<file path="src/sxdec_pkg.sv">
/*
 * constants and types for the stack and exchange opcode decoder:
 * opcode patterns, field codes, execution clock counts, decoded forms.
 * assumes nothing beyond a systemverilog compiler.
 */
package sxdec_pkg;

    // full opcode bytes
    localparam logic [7:0] SXD_OPC_PUSH_MEM = 8'hFF;
    localparam logic [7:0] SXD_OPC_POP_MEM = 8'h8F;
    localparam logic [7:0] SXD_OPC_PUSH_ALL = 8'h60;
    localparam logic [7:0] SXD_OPC_POP_ALL = 8'h61;

    // upper- and lower-bit patterns of forms not fixed by a full opcode byte
    localparam logic [4:0] SXD_HI_PUSH_REG = 5'h0A;
    localparam logic [4:0] SXD_HI_POP_REG = 5'h0B;
    localparam logic [4:0] SXD_HI_EXCH_ACC = 5'h12;
    localparam logic [6:0] SXD_HI_EXCH_RM = 7'h43;
    localparam logic [5:0] SXD_HI_PUSH_IMM = 6'h1A;
    localparam logic [2:0] SXD_HI_SEG = 3'h0;
    localparam logic [2:0] SXD_LO_PUSH_SEG = 3'h6;
    localparam logic [2:0] SXD_LO_POP_SEG = 3'h7;

    // modrm field codes and the code segment register code
    localparam logic [2:0] SXD_REG_PUSH_MEM = 3'h6;
    localparam logic [2:0] SXD_REG_POP_MEM = 3'h0;
    localparam logic [1:0] SXD_SEG_CODE = 2'h1;
    localparam logic [1:0] SXD_MOD_REGISTER = 2'h3;
    localparam logic [1:0] SXD_MOD_DISP8 = 2'h1;
    localparam logic [1:0] SXD_MOD_DISP16 = 2'h2;
    localparam logic [1:0] SXD_MOD_NODISP = 2'h0;
    localparam logic [2:0] SXD_RM_DIRECT = 3'h6;

    // execution clock counts
    localparam logic [5:0] SXD_CYC_PUSH_MEM = 6'h10;
    localparam logic [5:0] SXD_CYC_PUSH_REG = 6'h0A;
    localparam logic [5:0] SXD_CYC_PUSH_SEG = 6'h09;
    localparam logic [5:0] SXD_CYC_PUSH_IMM = 6'h0A;
    localparam logic [5:0] SXD_CYC_PUSH_ALL = 6'h24;
    localparam logic [5:0] SXD_CYC_POP_MEM = 6'h14;
    localparam logic [5:0] SXD_CYC_POP_REG = 6'h0A;
    localparam logic [5:0] SXD_CYC_POP_SEG = 6'h08;
    localparam logic [5:0] SXD_CYC_POP_ALL = 6'h33;
    localparam logic [5:0] SXD_CYC_EXCH_REG = 6'h04;
    localparam logic [5:0] SXD_CYC_EXCH_MEM = 6'h11;
    localparam logic [5:0] SXD_CYC_EXCH_ACC = 6'h03;

    // general register count for the all-register forms
    localparam logic [3:0] SXD_NUM_GPR = 4'h8;

    typedef enum logic [3:0] {
        SXD_NONE, SXD_PUSH_MEM, SXD_PUSH_REG, SXD_PUSH_SEG, SXD_PUSH_IMM, SXD_PUSH_ALL,
        SXD_POP_MEM, SXD_POP_REG, SXD_POP_SEG, SXD_POP_ALL, SXD_EXCH_RM, SXD_EXCH_ACC
    } sxdec_op_e;

    typedef enum logic [2:0] {
        ST_OPCODE, ST_MODRM, ST_DISP, ST_IMM, ST_EXEC
    } sxdec_state_e;

endpackage

</file>
<file path="src/sxdec_cycle_timer.sv">
/*
 * execution clock timer: loads a clock count and flags its last clock.
 * assumes load is a one-cycle pulse from the decoder on the same clock.
 */
`timescale 1ns/1ps
module sxdec_cycle_timer
    import sxdec_pkg::*;
(
    input wire logic clock,
    input wire logic rst_n,
    input wire logic load,
    input wire logic [5:0] count,
    output logic running,
    output logic last
);
    logic [5:0] cnt_reg;

    // count down one per clock after a load
    always_ff @(posedge clock or negedge rst_n) begin
        if (!rst_n) begin
            cnt_reg <= 6'h00;
        end else if (load) begin
            cnt_reg <= count;
        end else if (cnt_reg != 6'h00) begin
            cnt_reg <= cnt_reg - 6'h01;
        end
    end

    assign running = (cnt_reg != 6'h00);
    assign last = (cnt_reg == 6'h01);
endmodule // sxdec_cycle_timer

</file>
<file path="src/sxdec_decoder.sv">
/*
 * stack and exchange opcode decoder: takes instruction bytes, decodes
 * push, pop, push-all, pop-all and exchange forms, collects modrm,
 * displacement and immediate bytes, then holds busy for the clock count.
 * assumes the fetch path offers one byte per cycle under valid/ready
 * and that the bus unit reads the decoded fields while busy is high.
 */
// Behaviour
// [RL1] 0xFF with modrm reg 110 pushes a memory operand, 16 clocks.
// [RL2] 01010 reg pushes a general register, 10 clocks.
// [RL3] 000 reg 110 pushes a segment register, 9 clocks.
// [RL4] 011010 s0 pushes immediate; second byte only when s is zero, else sign-extend.
// [RL5] 0x60 pushes all eight general registers in sequence, 36 clocks.
// [RL6] 0x8F with modrm reg 000 pops into memory, 20 clocks.
// [RL7] 01011 reg pops into a general register, 10 clocks.
// [RL8] 000 reg 111 pops a segment register in 8 clocks; reg 01 excluded.
// [RL9] 0x61 restores all eight general registers, 51 clocks.
// [RL10] 1000011 w plus modrm swaps operands: 4 clocks register, 17 memory.
// [RL11] 10010 reg swaps accumulator with a register, 3 clocks.
// [RL12] width bit zero means byte operation, one means word operation.
`timescale 1ns/1ps
module sxdec_decoder
    import sxdec_pkg::*;
(
    input wire logic clock,
    input wire logic rst_n,
    input wire logic byte_valid,
    input wire logic [7:0] byte_data,
    output logic byte_ready,
    output logic busy,
    output logic done,
    output logic unsupported,
    output sxdec_op_e op_kind,
    output logic word_op,
    output logic mem_operand,
    output logic [2:0] reg_field,
    output logic [1:0] seg_field,
    output logic [1:0] mod_field,
    output logic [2:0] rm_field,
    output logic [15:0] imm_data,
    output logic seq_active,
    output logic [2:0] seq_reg
);
    sxdec_state_e state_reg, state_next;
    sxdec_op_e op_reg, dec_op, launch_op;
    logic [7:0] opc_reg;
    logic dec_modrm;
    logic take;
    logic byte_ready_reg, busy_reg, done_reg, unsup_reg;
    logic word_reg, mem_reg;
    logic [2:0] reg_reg, rm_reg;
    logic [1:0] seg_reg, mod_reg;
    logic [15:0] imm_reg;
    logic [1:0] left_reg;
    logic [1:0] disp_need;
    logic modrm_bad;
    logic load;
    logic [5:0] cyc_sel;
    logic t_last, launch_mem;
    logic seq_act_reg;
    logic [2:0] seq_reg_reg;
    logic [3:0] seq_cnt_reg;
    logic [5:0] busy_cnt_reg;

    assign take = byte_valid && byte_ready_reg;

    // opcode byte decode
    always_comb begin
        dec_op = SXD_NONE;
        dec_modrm = 1'b0;
        if (byte_data == SXD_OPC_PUSH_MEM) begin
            dec_op = SXD_PUSH_MEM; // RL1
            dec_modrm = 1'b1;
        end else if (byte_data == SXD_OPC_POP_MEM) begin
            dec_op = SXD_POP_MEM; // RL6
            dec_modrm = 1'b1;
        end else if (byte_data[7:1] == SXD_HI_EXCH_RM) begin
            dec_op = SXD_EXCH_RM; // RL10
            dec_modrm = 1'b1;
        end else if (byte_data[7:3] == SXD_HI_PUSH_REG) begin
            dec_op = SXD_PUSH_REG; // RL2
        end else if (byte_data[7:3] == SXD_HI_POP_REG) begin
            dec_op = SXD_POP_REG; // RL7
        end else if (byte_data[7:3] == SXD_HI_EXCH_ACC) begin
            dec_op = SXD_EXCH_ACC; // RL11
        end else if (byte_data[7:5] == SXD_HI_SEG && byte_data[2:0] == SXD_LO_PUSH_SEG) begin
            dec_op = SXD_PUSH_SEG; // RL3
        end else if (byte_data[7:5] == SXD_HI_SEG && byte_data[2:0] == SXD_LO_POP_SEG
                     && byte_data[4:3] != SXD_SEG_CODE) begin
            dec_op = SXD_POP_SEG; // RL8
        end else if (byte_data == SXD_OPC_PUSH_ALL) begin
            dec_op = SXD_PUSH_ALL; // RL5
        end else if (byte_data == SXD_OPC_POP_ALL) begin
            dec_op = SXD_POP_ALL; // RL9
        end else if (byte_data[7:2] == SXD_HI_PUSH_IMM && !byte_data[0]) begin
            dec_op = SXD_PUSH_IMM; // RL4
        end
    end

    // modrm checks: reg field for the memory forms and displacement length
    always_comb begin
        modrm_bad = 1'b0;
        if (op_reg == SXD_PUSH_MEM && byte_data[5:3] != SXD_REG_PUSH_MEM) begin
            modrm_bad = 1'b1; // RL1
        end
        if (op_reg == SXD_POP_MEM && byte_data[5:3] != SXD_REG_POP_MEM) begin
            modrm_bad = 1'b1; // RL6
        end
        case (byte_data[7:6])
            SXD_MOD_DISP8: disp_need = 2'h1;
            SXD_MOD_DISP16: disp_need = 2'h2;
            SXD_MOD_NODISP: disp_need = (byte_data[2:0] == SXD_RM_DIRECT) ? 2'h2 : 2'h0;
            default: disp_need = 2'h0;
        endcase
    end

    // a one-byte form, or a modrm with no displacement, launches before op_reg and mem_reg load
    assign launch_op = (state_reg == ST_OPCODE) ? dec_op : op_reg;
    assign launch_mem = (state_reg == ST_MODRM) ? (byte_data[7:6] != SXD_MOD_REGISTER) : mem_reg;

    // clock count for the form now being launched
    always_comb begin
        case (launch_op)
            SXD_PUSH_MEM: cyc_sel = SXD_CYC_PUSH_MEM; // RL1
            SXD_PUSH_REG: cyc_sel = SXD_CYC_PUSH_REG; // RL2
            SXD_PUSH_SEG: cyc_sel = SXD_CYC_PUSH_SEG; // RL3
            SXD_PUSH_IMM: cyc_sel = SXD_CYC_PUSH_IMM; // RL4
            SXD_PUSH_ALL: cyc_sel = SXD_CYC_PUSH_ALL; // RL5
            SXD_POP_MEM: cyc_sel = SXD_CYC_POP_MEM; // RL6
            SXD_POP_REG: cyc_sel = SXD_CYC_POP_REG; // RL7
            SXD_POP_SEG: cyc_sel = SXD_CYC_POP_SEG; // RL8
            SXD_POP_ALL: cyc_sel = SXD_CYC_POP_ALL; // RL9
            SXD_EXCH_RM: cyc_sel = launch_mem ? SXD_CYC_EXCH_MEM : SXD_CYC_EXCH_REG; // RL10
            SXD_EXCH_ACC: cyc_sel = SXD_CYC_EXCH_ACC; // RL11
            default: cyc_sel = 6'h01;
        endcase
    end

    // next state: opcode, modrm, displacement, immediate, execute
    always_comb begin
        state_next = state_reg;
        case (state_reg)
            ST_OPCODE: begin
                if (take && dec_op != SXD_NONE) begin
                    if (dec_modrm) begin
                        state_next = ST_MODRM;
                    end else if (dec_op == SXD_PUSH_IMM) begin
                        state_next = ST_IMM;
                    end else begin
                        state_next = ST_EXEC;
                    end
                end
            end
            ST_MODRM: begin
                if (take) begin
                    if (modrm_bad) begin
                        state_next = ST_OPCODE;
                    end else if (disp_need != 2'h0) begin
                        state_next = ST_DISP;
                    end else begin
                        state_next = ST_EXEC;
                    end
                end
            end
            ST_DISP: begin
                if (take && left_reg == 2'h1) begin
                    state_next = ST_EXEC;
                end
            end
            ST_IMM: begin
                if (take && left_reg == 2'h1) begin
                    state_next = ST_EXEC;
                end
            end
            ST_EXEC: begin
                if (t_last) begin
                    state_next = ST_OPCODE;
                end
            end
            default: state_next = ST_OPCODE;
        endcase
    end

    // timer is loaded on the cycle the state enters execute
    assign load = (state_next == ST_EXEC) && (state_reg != ST_EXEC);

    sxdec_cycle_timer u_timer (
        .clock(clock),
        .rst_n(rst_n),
        .load(load),
        .count(cyc_sel),
        .running(),
        .last(t_last)
    );

    // state, handshake and status flags
    always_ff @(posedge clock or negedge rst_n) begin
        if (!rst_n) begin
            state_reg <= ST_OPCODE;
            byte_ready_reg <= 1'b0;
            busy_reg <= 1'b0;
            done_reg <= 1'b0;
            unsup_reg <= 1'b0;
        end else begin
            state_reg <= state_next;
            byte_ready_reg <= (state_next != ST_EXEC);
            busy_reg <= (state_next == ST_EXEC);
            done_reg <= (state_reg == ST_EXEC) && t_last;
            unsup_reg <= take && ((state_reg == ST_OPCODE && dec_op == SXD_NONE)
                                  || (state_reg == ST_MODRM && modrm_bad)); // RL8
        end
    end

    // decoded opcode fields, captured with the opcode byte; the exchange reg field is taken again from modrm
    always_ff @(posedge clock or negedge rst_n) begin
        if (!rst_n) begin
            op_reg <= SXD_NONE;
            opc_reg <= 8'h00;
            word_reg <= 1'b0;
            reg_reg <= 3'h0;
            seg_reg <= 2'h0;
        end else if (take && state_reg == ST_OPCODE) begin
            op_reg <= dec_op;
            opc_reg <= byte_data;
            reg_reg <= byte_data[2:0]; // RL2 RL7 RL11
            seg_reg <= byte_data[4:3]; // RL3 RL8
            if (dec_op == SXD_EXCH_RM) begin
                word_reg <= byte_data[0]; // RL12
            end else begin
                word_reg <= 1'b1; // stack and accumulator forms are word wide
            end
        end else if (take && state_reg == ST_MODRM && op_reg == SXD_EXCH_RM) begin
            reg_reg <= byte_data[5:3]; // RL10
        end
    end

    // modrm operand fields and byte counter for displacement or immediate
    always_ff @(posedge clock or negedge rst_n) begin
        if (!rst_n) begin
            mod_reg <= 2'h0;
            rm_reg <= 3'h0;
            mem_reg <= 1'b0;
            left_reg <= 2'h0;
        end else if (take && state_reg == ST_OPCODE) begin
            mem_reg <= (dec_op == SXD_PUSH_MEM) || (dec_op == SXD_POP_MEM);
            left_reg <= byte_data[1] ? 2'h1 : 2'h2; // RL4
        end else if (take && state_reg == ST_MODRM) begin
            mod_reg <= byte_data[7:6];
            rm_reg <= byte_data[2:0];
            mem_reg <= (byte_data[7:6] != SXD_MOD_REGISTER); // RL10
            left_reg <= disp_need;
        end else if (take && (state_reg == ST_DISP || state_reg == ST_IMM)) begin
            left_reg <= left_reg - 2'h1;
        end
    end

    // immediate assembly: low byte first, sign-extended when only one
    always_ff @(posedge clock or negedge rst_n) begin
        if (!rst_n) begin
            imm_reg <= 16'h0000;
        end else if (take && state_reg == ST_IMM) begin
            if (opc_reg[1]) begin
                imm_reg <= {{8{byte_data[7]}}, byte_data}; // RL4
            end else if (left_reg == 2'h2) begin
                imm_reg <= {8'h00, byte_data};
            end else begin
                imm_reg <= {byte_data, imm_reg[7:0]}; // RL4
            end
        end
    end

    // register walk for the all-register forms, one register per clock
    always_ff @(posedge clock or negedge rst_n) begin
        if (!rst_n) begin
            seq_act_reg <= 1'b0;
            seq_reg_reg <= 3'h0;
            seq_cnt_reg <= 4'h0;
        end else if (load) begin
            seq_act_reg <= (launch_op == SXD_PUSH_ALL) || (launch_op == SXD_POP_ALL); // RL5 RL9
            seq_reg_reg <= (launch_op == SXD_POP_ALL) ? 3'h7 : 3'h0;
            seq_cnt_reg <= 4'h0;
        end else if (seq_act_reg) begin
            seq_cnt_reg <= seq_cnt_reg + 4'h1;
            seq_reg_reg <= (op_reg == SXD_POP_ALL) ? seq_reg_reg - 3'h1 : seq_reg_reg + 3'h1;
            if (seq_cnt_reg == SXD_NUM_GPR - 4'h1) begin
                seq_act_reg <= 1'b0;
            end
        end
    end

    // helper: clocks spent busy on the current operation
    always_ff @(posedge clock or negedge rst_n) begin
        if (!rst_n) begin
            busy_cnt_reg <= 6'h00;
        end else if (busy_reg) begin
            busy_cnt_reg <= busy_cnt_reg + 6'h01;
        end else if (done_reg) begin
            busy_cnt_reg <= 6'h00;
        end
    end

    assign byte_ready = byte_ready_reg;
    assign busy = busy_reg;
    assign done = done_reg;
    assign unsupported = unsup_reg;
    assign op_kind = op_reg;
    assign word_op = word_reg;
    assign mem_operand = mem_reg;
    assign reg_field = reg_reg;
    assign seg_field = seg_reg;
    assign mod_field = mod_reg;
    assign rm_field = rm_reg;
    assign imm_data = imm_reg;
    assign seq_active = seq_act_reg;
    assign seq_reg = seq_reg_reg;

    // execution length, sign-extension, code segment refusal and width bit checks
    a_push_mem_time: assert property (@(posedge clock) disable iff (!rst_n) // RL1
        done_reg && op_reg == SXD_PUSH_MEM |-> busy_cnt_reg == 6'h10)
        else $error("push memory did not take 16 clocks");
    a_push_reg_time: assert property (@(posedge clock) disable iff (!rst_n) // RL2
        done_reg && op_reg == SXD_PUSH_REG |-> busy_cnt_reg == 6'h0A)
        else $error("push register did not take 10 clocks");
    a_push_seg_time: assert property (@(posedge clock) disable iff (!rst_n) // RL3
        $rose(busy_reg) && op_reg == SXD_PUSH_SEG |-> busy_reg [*8] ##1 busy_reg ##1 done_reg)
        else $error("push segment did not take 9 clocks");
    a_push_imm_sign: assert property (@(posedge clock) disable iff (!rst_n) // RL4
        $rose(busy_reg) && op_reg == SXD_PUSH_IMM && opc_reg[1] |-> imm_reg[15:8] == {8{imm_reg[7]}})
        else $error("short immediate not sign-extended");
    a_push_all_time: assert property (@(posedge clock) disable iff (!rst_n) // RL5
        done_reg && op_reg == SXD_PUSH_ALL |-> busy_cnt_reg == 6'h24 && !seq_act_reg)
        else $error("push all did not take 36 clocks");
    a_pop_mem_time: assert property (@(posedge clock) disable iff (!rst_n) // RL6
        done_reg && op_reg == SXD_POP_MEM |-> busy_cnt_reg == 6'h14)
        else $error("pop memory did not take 20 clocks");
    a_pop_reg_time: assert property (@(posedge clock) disable iff (!rst_n) // RL7
        done_reg && op_reg == SXD_POP_REG |-> busy_cnt_reg == 6'h0A)
        else $error("pop register did not take 10 clocks");
    a_pop_seg_code: assert property (@(posedge clock) disable iff (!rst_n) // RL8
        take && state_reg == ST_OPCODE && byte_data == 8'h0F |=> unsup_reg && !busy_reg)
        else $error("code segment pop was accepted");
    a_pop_all_time: assert property (@(posedge clock) disable iff (!rst_n) // RL9
        done_reg && op_reg == SXD_POP_ALL |-> busy_cnt_reg == 6'h33)
        else $error("pop all did not take 51 clocks");
    a_exch_rm_time: assert property (@(posedge clock) disable iff (!rst_n) // RL10
        done_reg && op_reg == SXD_EXCH_RM |-> busy_cnt_reg == (mem_reg ? 6'h11 : 6'h04))
        else $error("exchange did not take 4 or 17 clocks");
    a_exch_acc_time: assert property (@(posedge clock) disable iff (!rst_n) // RL11
        $rose(busy_reg) && op_reg == SXD_EXCH_ACC |-> busy_reg [*3] ##1 done_reg)
        else $error("accumulator exchange did not take 3 clocks");
    a_width_bit: assert property (@(posedge clock) disable iff (!rst_n) // RL12
        busy_reg && op_reg == SXD_EXCH_RM |-> word_reg == opc_reg[0])
        else $error("width bit not honoured");
endmodule // sxdec_decoder

</file>
<file path="config.mk">
export PLATFORM = sky130hd
export DESIGN_NAME = sxdec_decoder
export DESIGN_NICKNAME = d
export VERILOG_FILES = /design/src/sxdec_pkg.sv /design/src/sxdec_cycle_timer.sv /design/src/sxdec_decoder.sv
export SDC_FILE = /design/constraint.sdc
export NUM_CORES = 1
export LEC_CHECK = 0
export BUFFER_PORTS_ARGS = -buffer_cell sky130_fd_sc_hd__buf_2
export CAP_MARGIN = 20
export CORE_MARGIN = 8
export CORE_UTILIZATION = 30
export DETAILED_ROUTE_END_ITERATION = 10
export PLACE_DENSITY = 0.47
export SYNTH_ARGS = -nofsm -noshare
export SYNTH_HDL_FRONTEND = slang
export SYNTH_HIERARCHICAL = 1
export SYNTH_SLANG_ARGS = --single-unit
export TNS_END_PERCENT = 5
</file>
<file path="constraint.sdc">
create_clock -name clock -period 4.2 [get_ports clock]
set_input_delay 0.42 -clock clock [delete_from_list [all_inputs] [get_ports clock]]
set_output_delay 0.42 -clock clock [all_outputs]
set_load 0.005 [all_outputs]
</file>
==> results.toml <==
[run_status]
status = "finished clean"

[power]
combPwrFrac_pct = 42.5
p_leak_nw = 1.745
internal-power_w = 0.001248
cellPowerDensity_nw_per_um2 = 536.8
ir_drop_uv = 185.0
swShare_pct = 39.50
power.share.sequential_pct = 37.2
p_switching_w = 0.0008147
p_clk_share_pct = 20.3

[global_routing]
gr-total-overflow = 0
grtUsageTotal_pct = 12.08
first_global_vias = 2610
grt_pass1_wl_um = 14310
grt_max_degree = 34
antenna_found_initial = 0

[clock_tree]
clock_sinks = 56
clk_latency_ns = 0.30
htree_levels = 2
cts_resized = 0
clk_pin_slew_ns = 0.07
cts_buffers = 5
cts_max_path_buffers = 2
hold_buffers = 0
root_buffer = "clkbuf_16"
cts_tree = "built"
cts_setup_buffers = 0

[sta]
tightest_slew_ns = 0.9623
setup_viol = 0
slew_headroom_pct = 35.50
final.setup.tns_ns = 0
drv_slew = 0
fin_crit_sh_pct = 59.40
grt_setup_unrepaired = "no"
max_freq_ghz = 0.4008
final-hold-violation-count = 0
fin_skew_ns = 0.007750
period_minus_slack_ns = 2.495

[final_layout]
layout.cells.non_filler = 546
largest_register_ffs = 16
multi_input_area_um2 = 1799
final-seq-area_um2 = 1401
fillers = 1187
nets = 419
area_delta_synth_final_pct = 13.45
design_area_um2 = 3842
fin_util_pct = 34.24
drive_above_1_share_pct = 24.07
diodes = 0

[detailed_routing]
vias_per_cell = 4.930
via_count = 2692
first_pass_iters = 4
routedWlPerCell_um = 15.68
ant_nets = 0
drtIter0Drc = 144
routed_wirelength_um = 8561
post-route-drc-count = 0

[critical_path]
critPathKind = "reg2reg"
cp-start-kind = "register"
cp_max_fo = 16
ff2ff_path_depth = 7
cp.required_ns = 4.40
cp_data_arrival_time_ns = 2.69
endpoint_kind = "register"

[logic_synthesis]
syn-num-nets = 379
postSynthAreaPerCell_um2 = 9.356
synth_area_um2 = 3387
synth_warnings = 6
syn_inst = 362

[place]
dpl.hpwl_um = 6390
gp_congestion = 0.7552
place_inst = 538
io_buffers = 50
dpl_cell_area_um2 = 3697

[flow_run]
maxCapViolations = 0

[floorplanning]
num_rows = 39
fp.dieW_um = 122.3
die-area_um2 = 14950
die_y_um = 122.3
fp.coreArea_um2 = 11220
start_util_pct = 30.18
io_pins = 51

[worst_hold_path]
hp-class = "in2async"
==> stage by stage <==
step                      total power (W)  setup WS, ns  hold slack (ns)
after floorplan                  0.001437         1.792           0.1244
after global placement           0.001652         1.694           0.4529
after detailed placement         0.001659         1.654           0.4576
after CTS                        0.002088         1.719           0.1324
after global routing             0.002236         1.414           0.1517
final                            0.002063         1.705           0.1110
==> worst max-delay path, stage by stage (launching register included) <==
cell and delay, ns:
dfrtp_1 0.51, nor3_2 0.82, nor2_1 0.16, a31oi_2 0.36
a211oi_1 0.13, o221ai_1 0.20, nand2_1 0.13, o31ai_2 0.10
==> layout by cell type (no fill, tap or decap), types with 2 or more instances in the layout <==
master     instances
nor3_1             8
buf_2             50
nand3b_1           4
a211oi_1           3
nor2_1            24
o211ai_1           3
nor4_4             2
o21ai_0           30
xor2_1             4
o22ai_1            4
a31oi_1            3
clkbuf_16          5
o32ai_1            2
o21a_1             2
a41oi_1            2
buf_4              2
and2_1             3
ha_1               5
nor2b_1            3
dfrtp_1           56
a21oi_1           15
nor3_2             3
o21ai_1            2
and2_2             3
mux2_2             9
and3_1             3
nand4bb_1          2
nand3_1            7
inv_1             14
nand2_1           62
xnor2_1            6
or3_1              3
mux2i_1            5
o31ai_1            2
a31o_2             3
nand2b_1           5
a22oi_1            2
nand4_1            2
or2_2              2
==> path summary, 6_finish.rpt <==
path,start,endpoint,slack (ns)
max in group asynchronous,rst_n,u_timer/cnt_reg[0],3.23
min in group clock,byte_data[2],rm_field[2],0.46
min,rst_n,imm_data[7],0.11
min reg2reg,mod_field[0],mod_field[0],0.47
max,state_reg[1],u_timer/cnt_reg[0],1.71
max reg2reg,state_reg[1],u_timer/cnt_reg[0],1.71
==> final cells by class <==
type / instances / share of cell area (%)
inverter: 14 / 1.368
multi-input combinational: 273 / 46.83
clock buffer: 6 / 3.354
sequential: 56 / 36.47
clock inverter: 2 / 0.4233
tap: 143 / 4.656
timing repair buffer: 52 / 6.903
==> power groups by stage <==
stage / Sequential [W] / Clock [W] / Combinational (W)
after detailed placement: 0.000777 / 0 / 0.000882
final: 0.000767 / 0.000419 / 0.000876
after CTS: 0.000769 / 0.000434 / 0.000884
after global placement: 0.000778 / 0 / 0.000874
after global routing: 0.000786 / 0.000459 / 0.000991
after floorplan: 0.000750 / 0 / 0.000687
==> per-layer routing <==
layer	track usage, %	wire, um	vias up
met3	2.024	243	6
met2	18.72	3957	40
met1	16.70	4250	1294
met4	4.189	110	0
li1	-	-	1352
met5	0	0	-
Power figures use the tool's default switching activity.
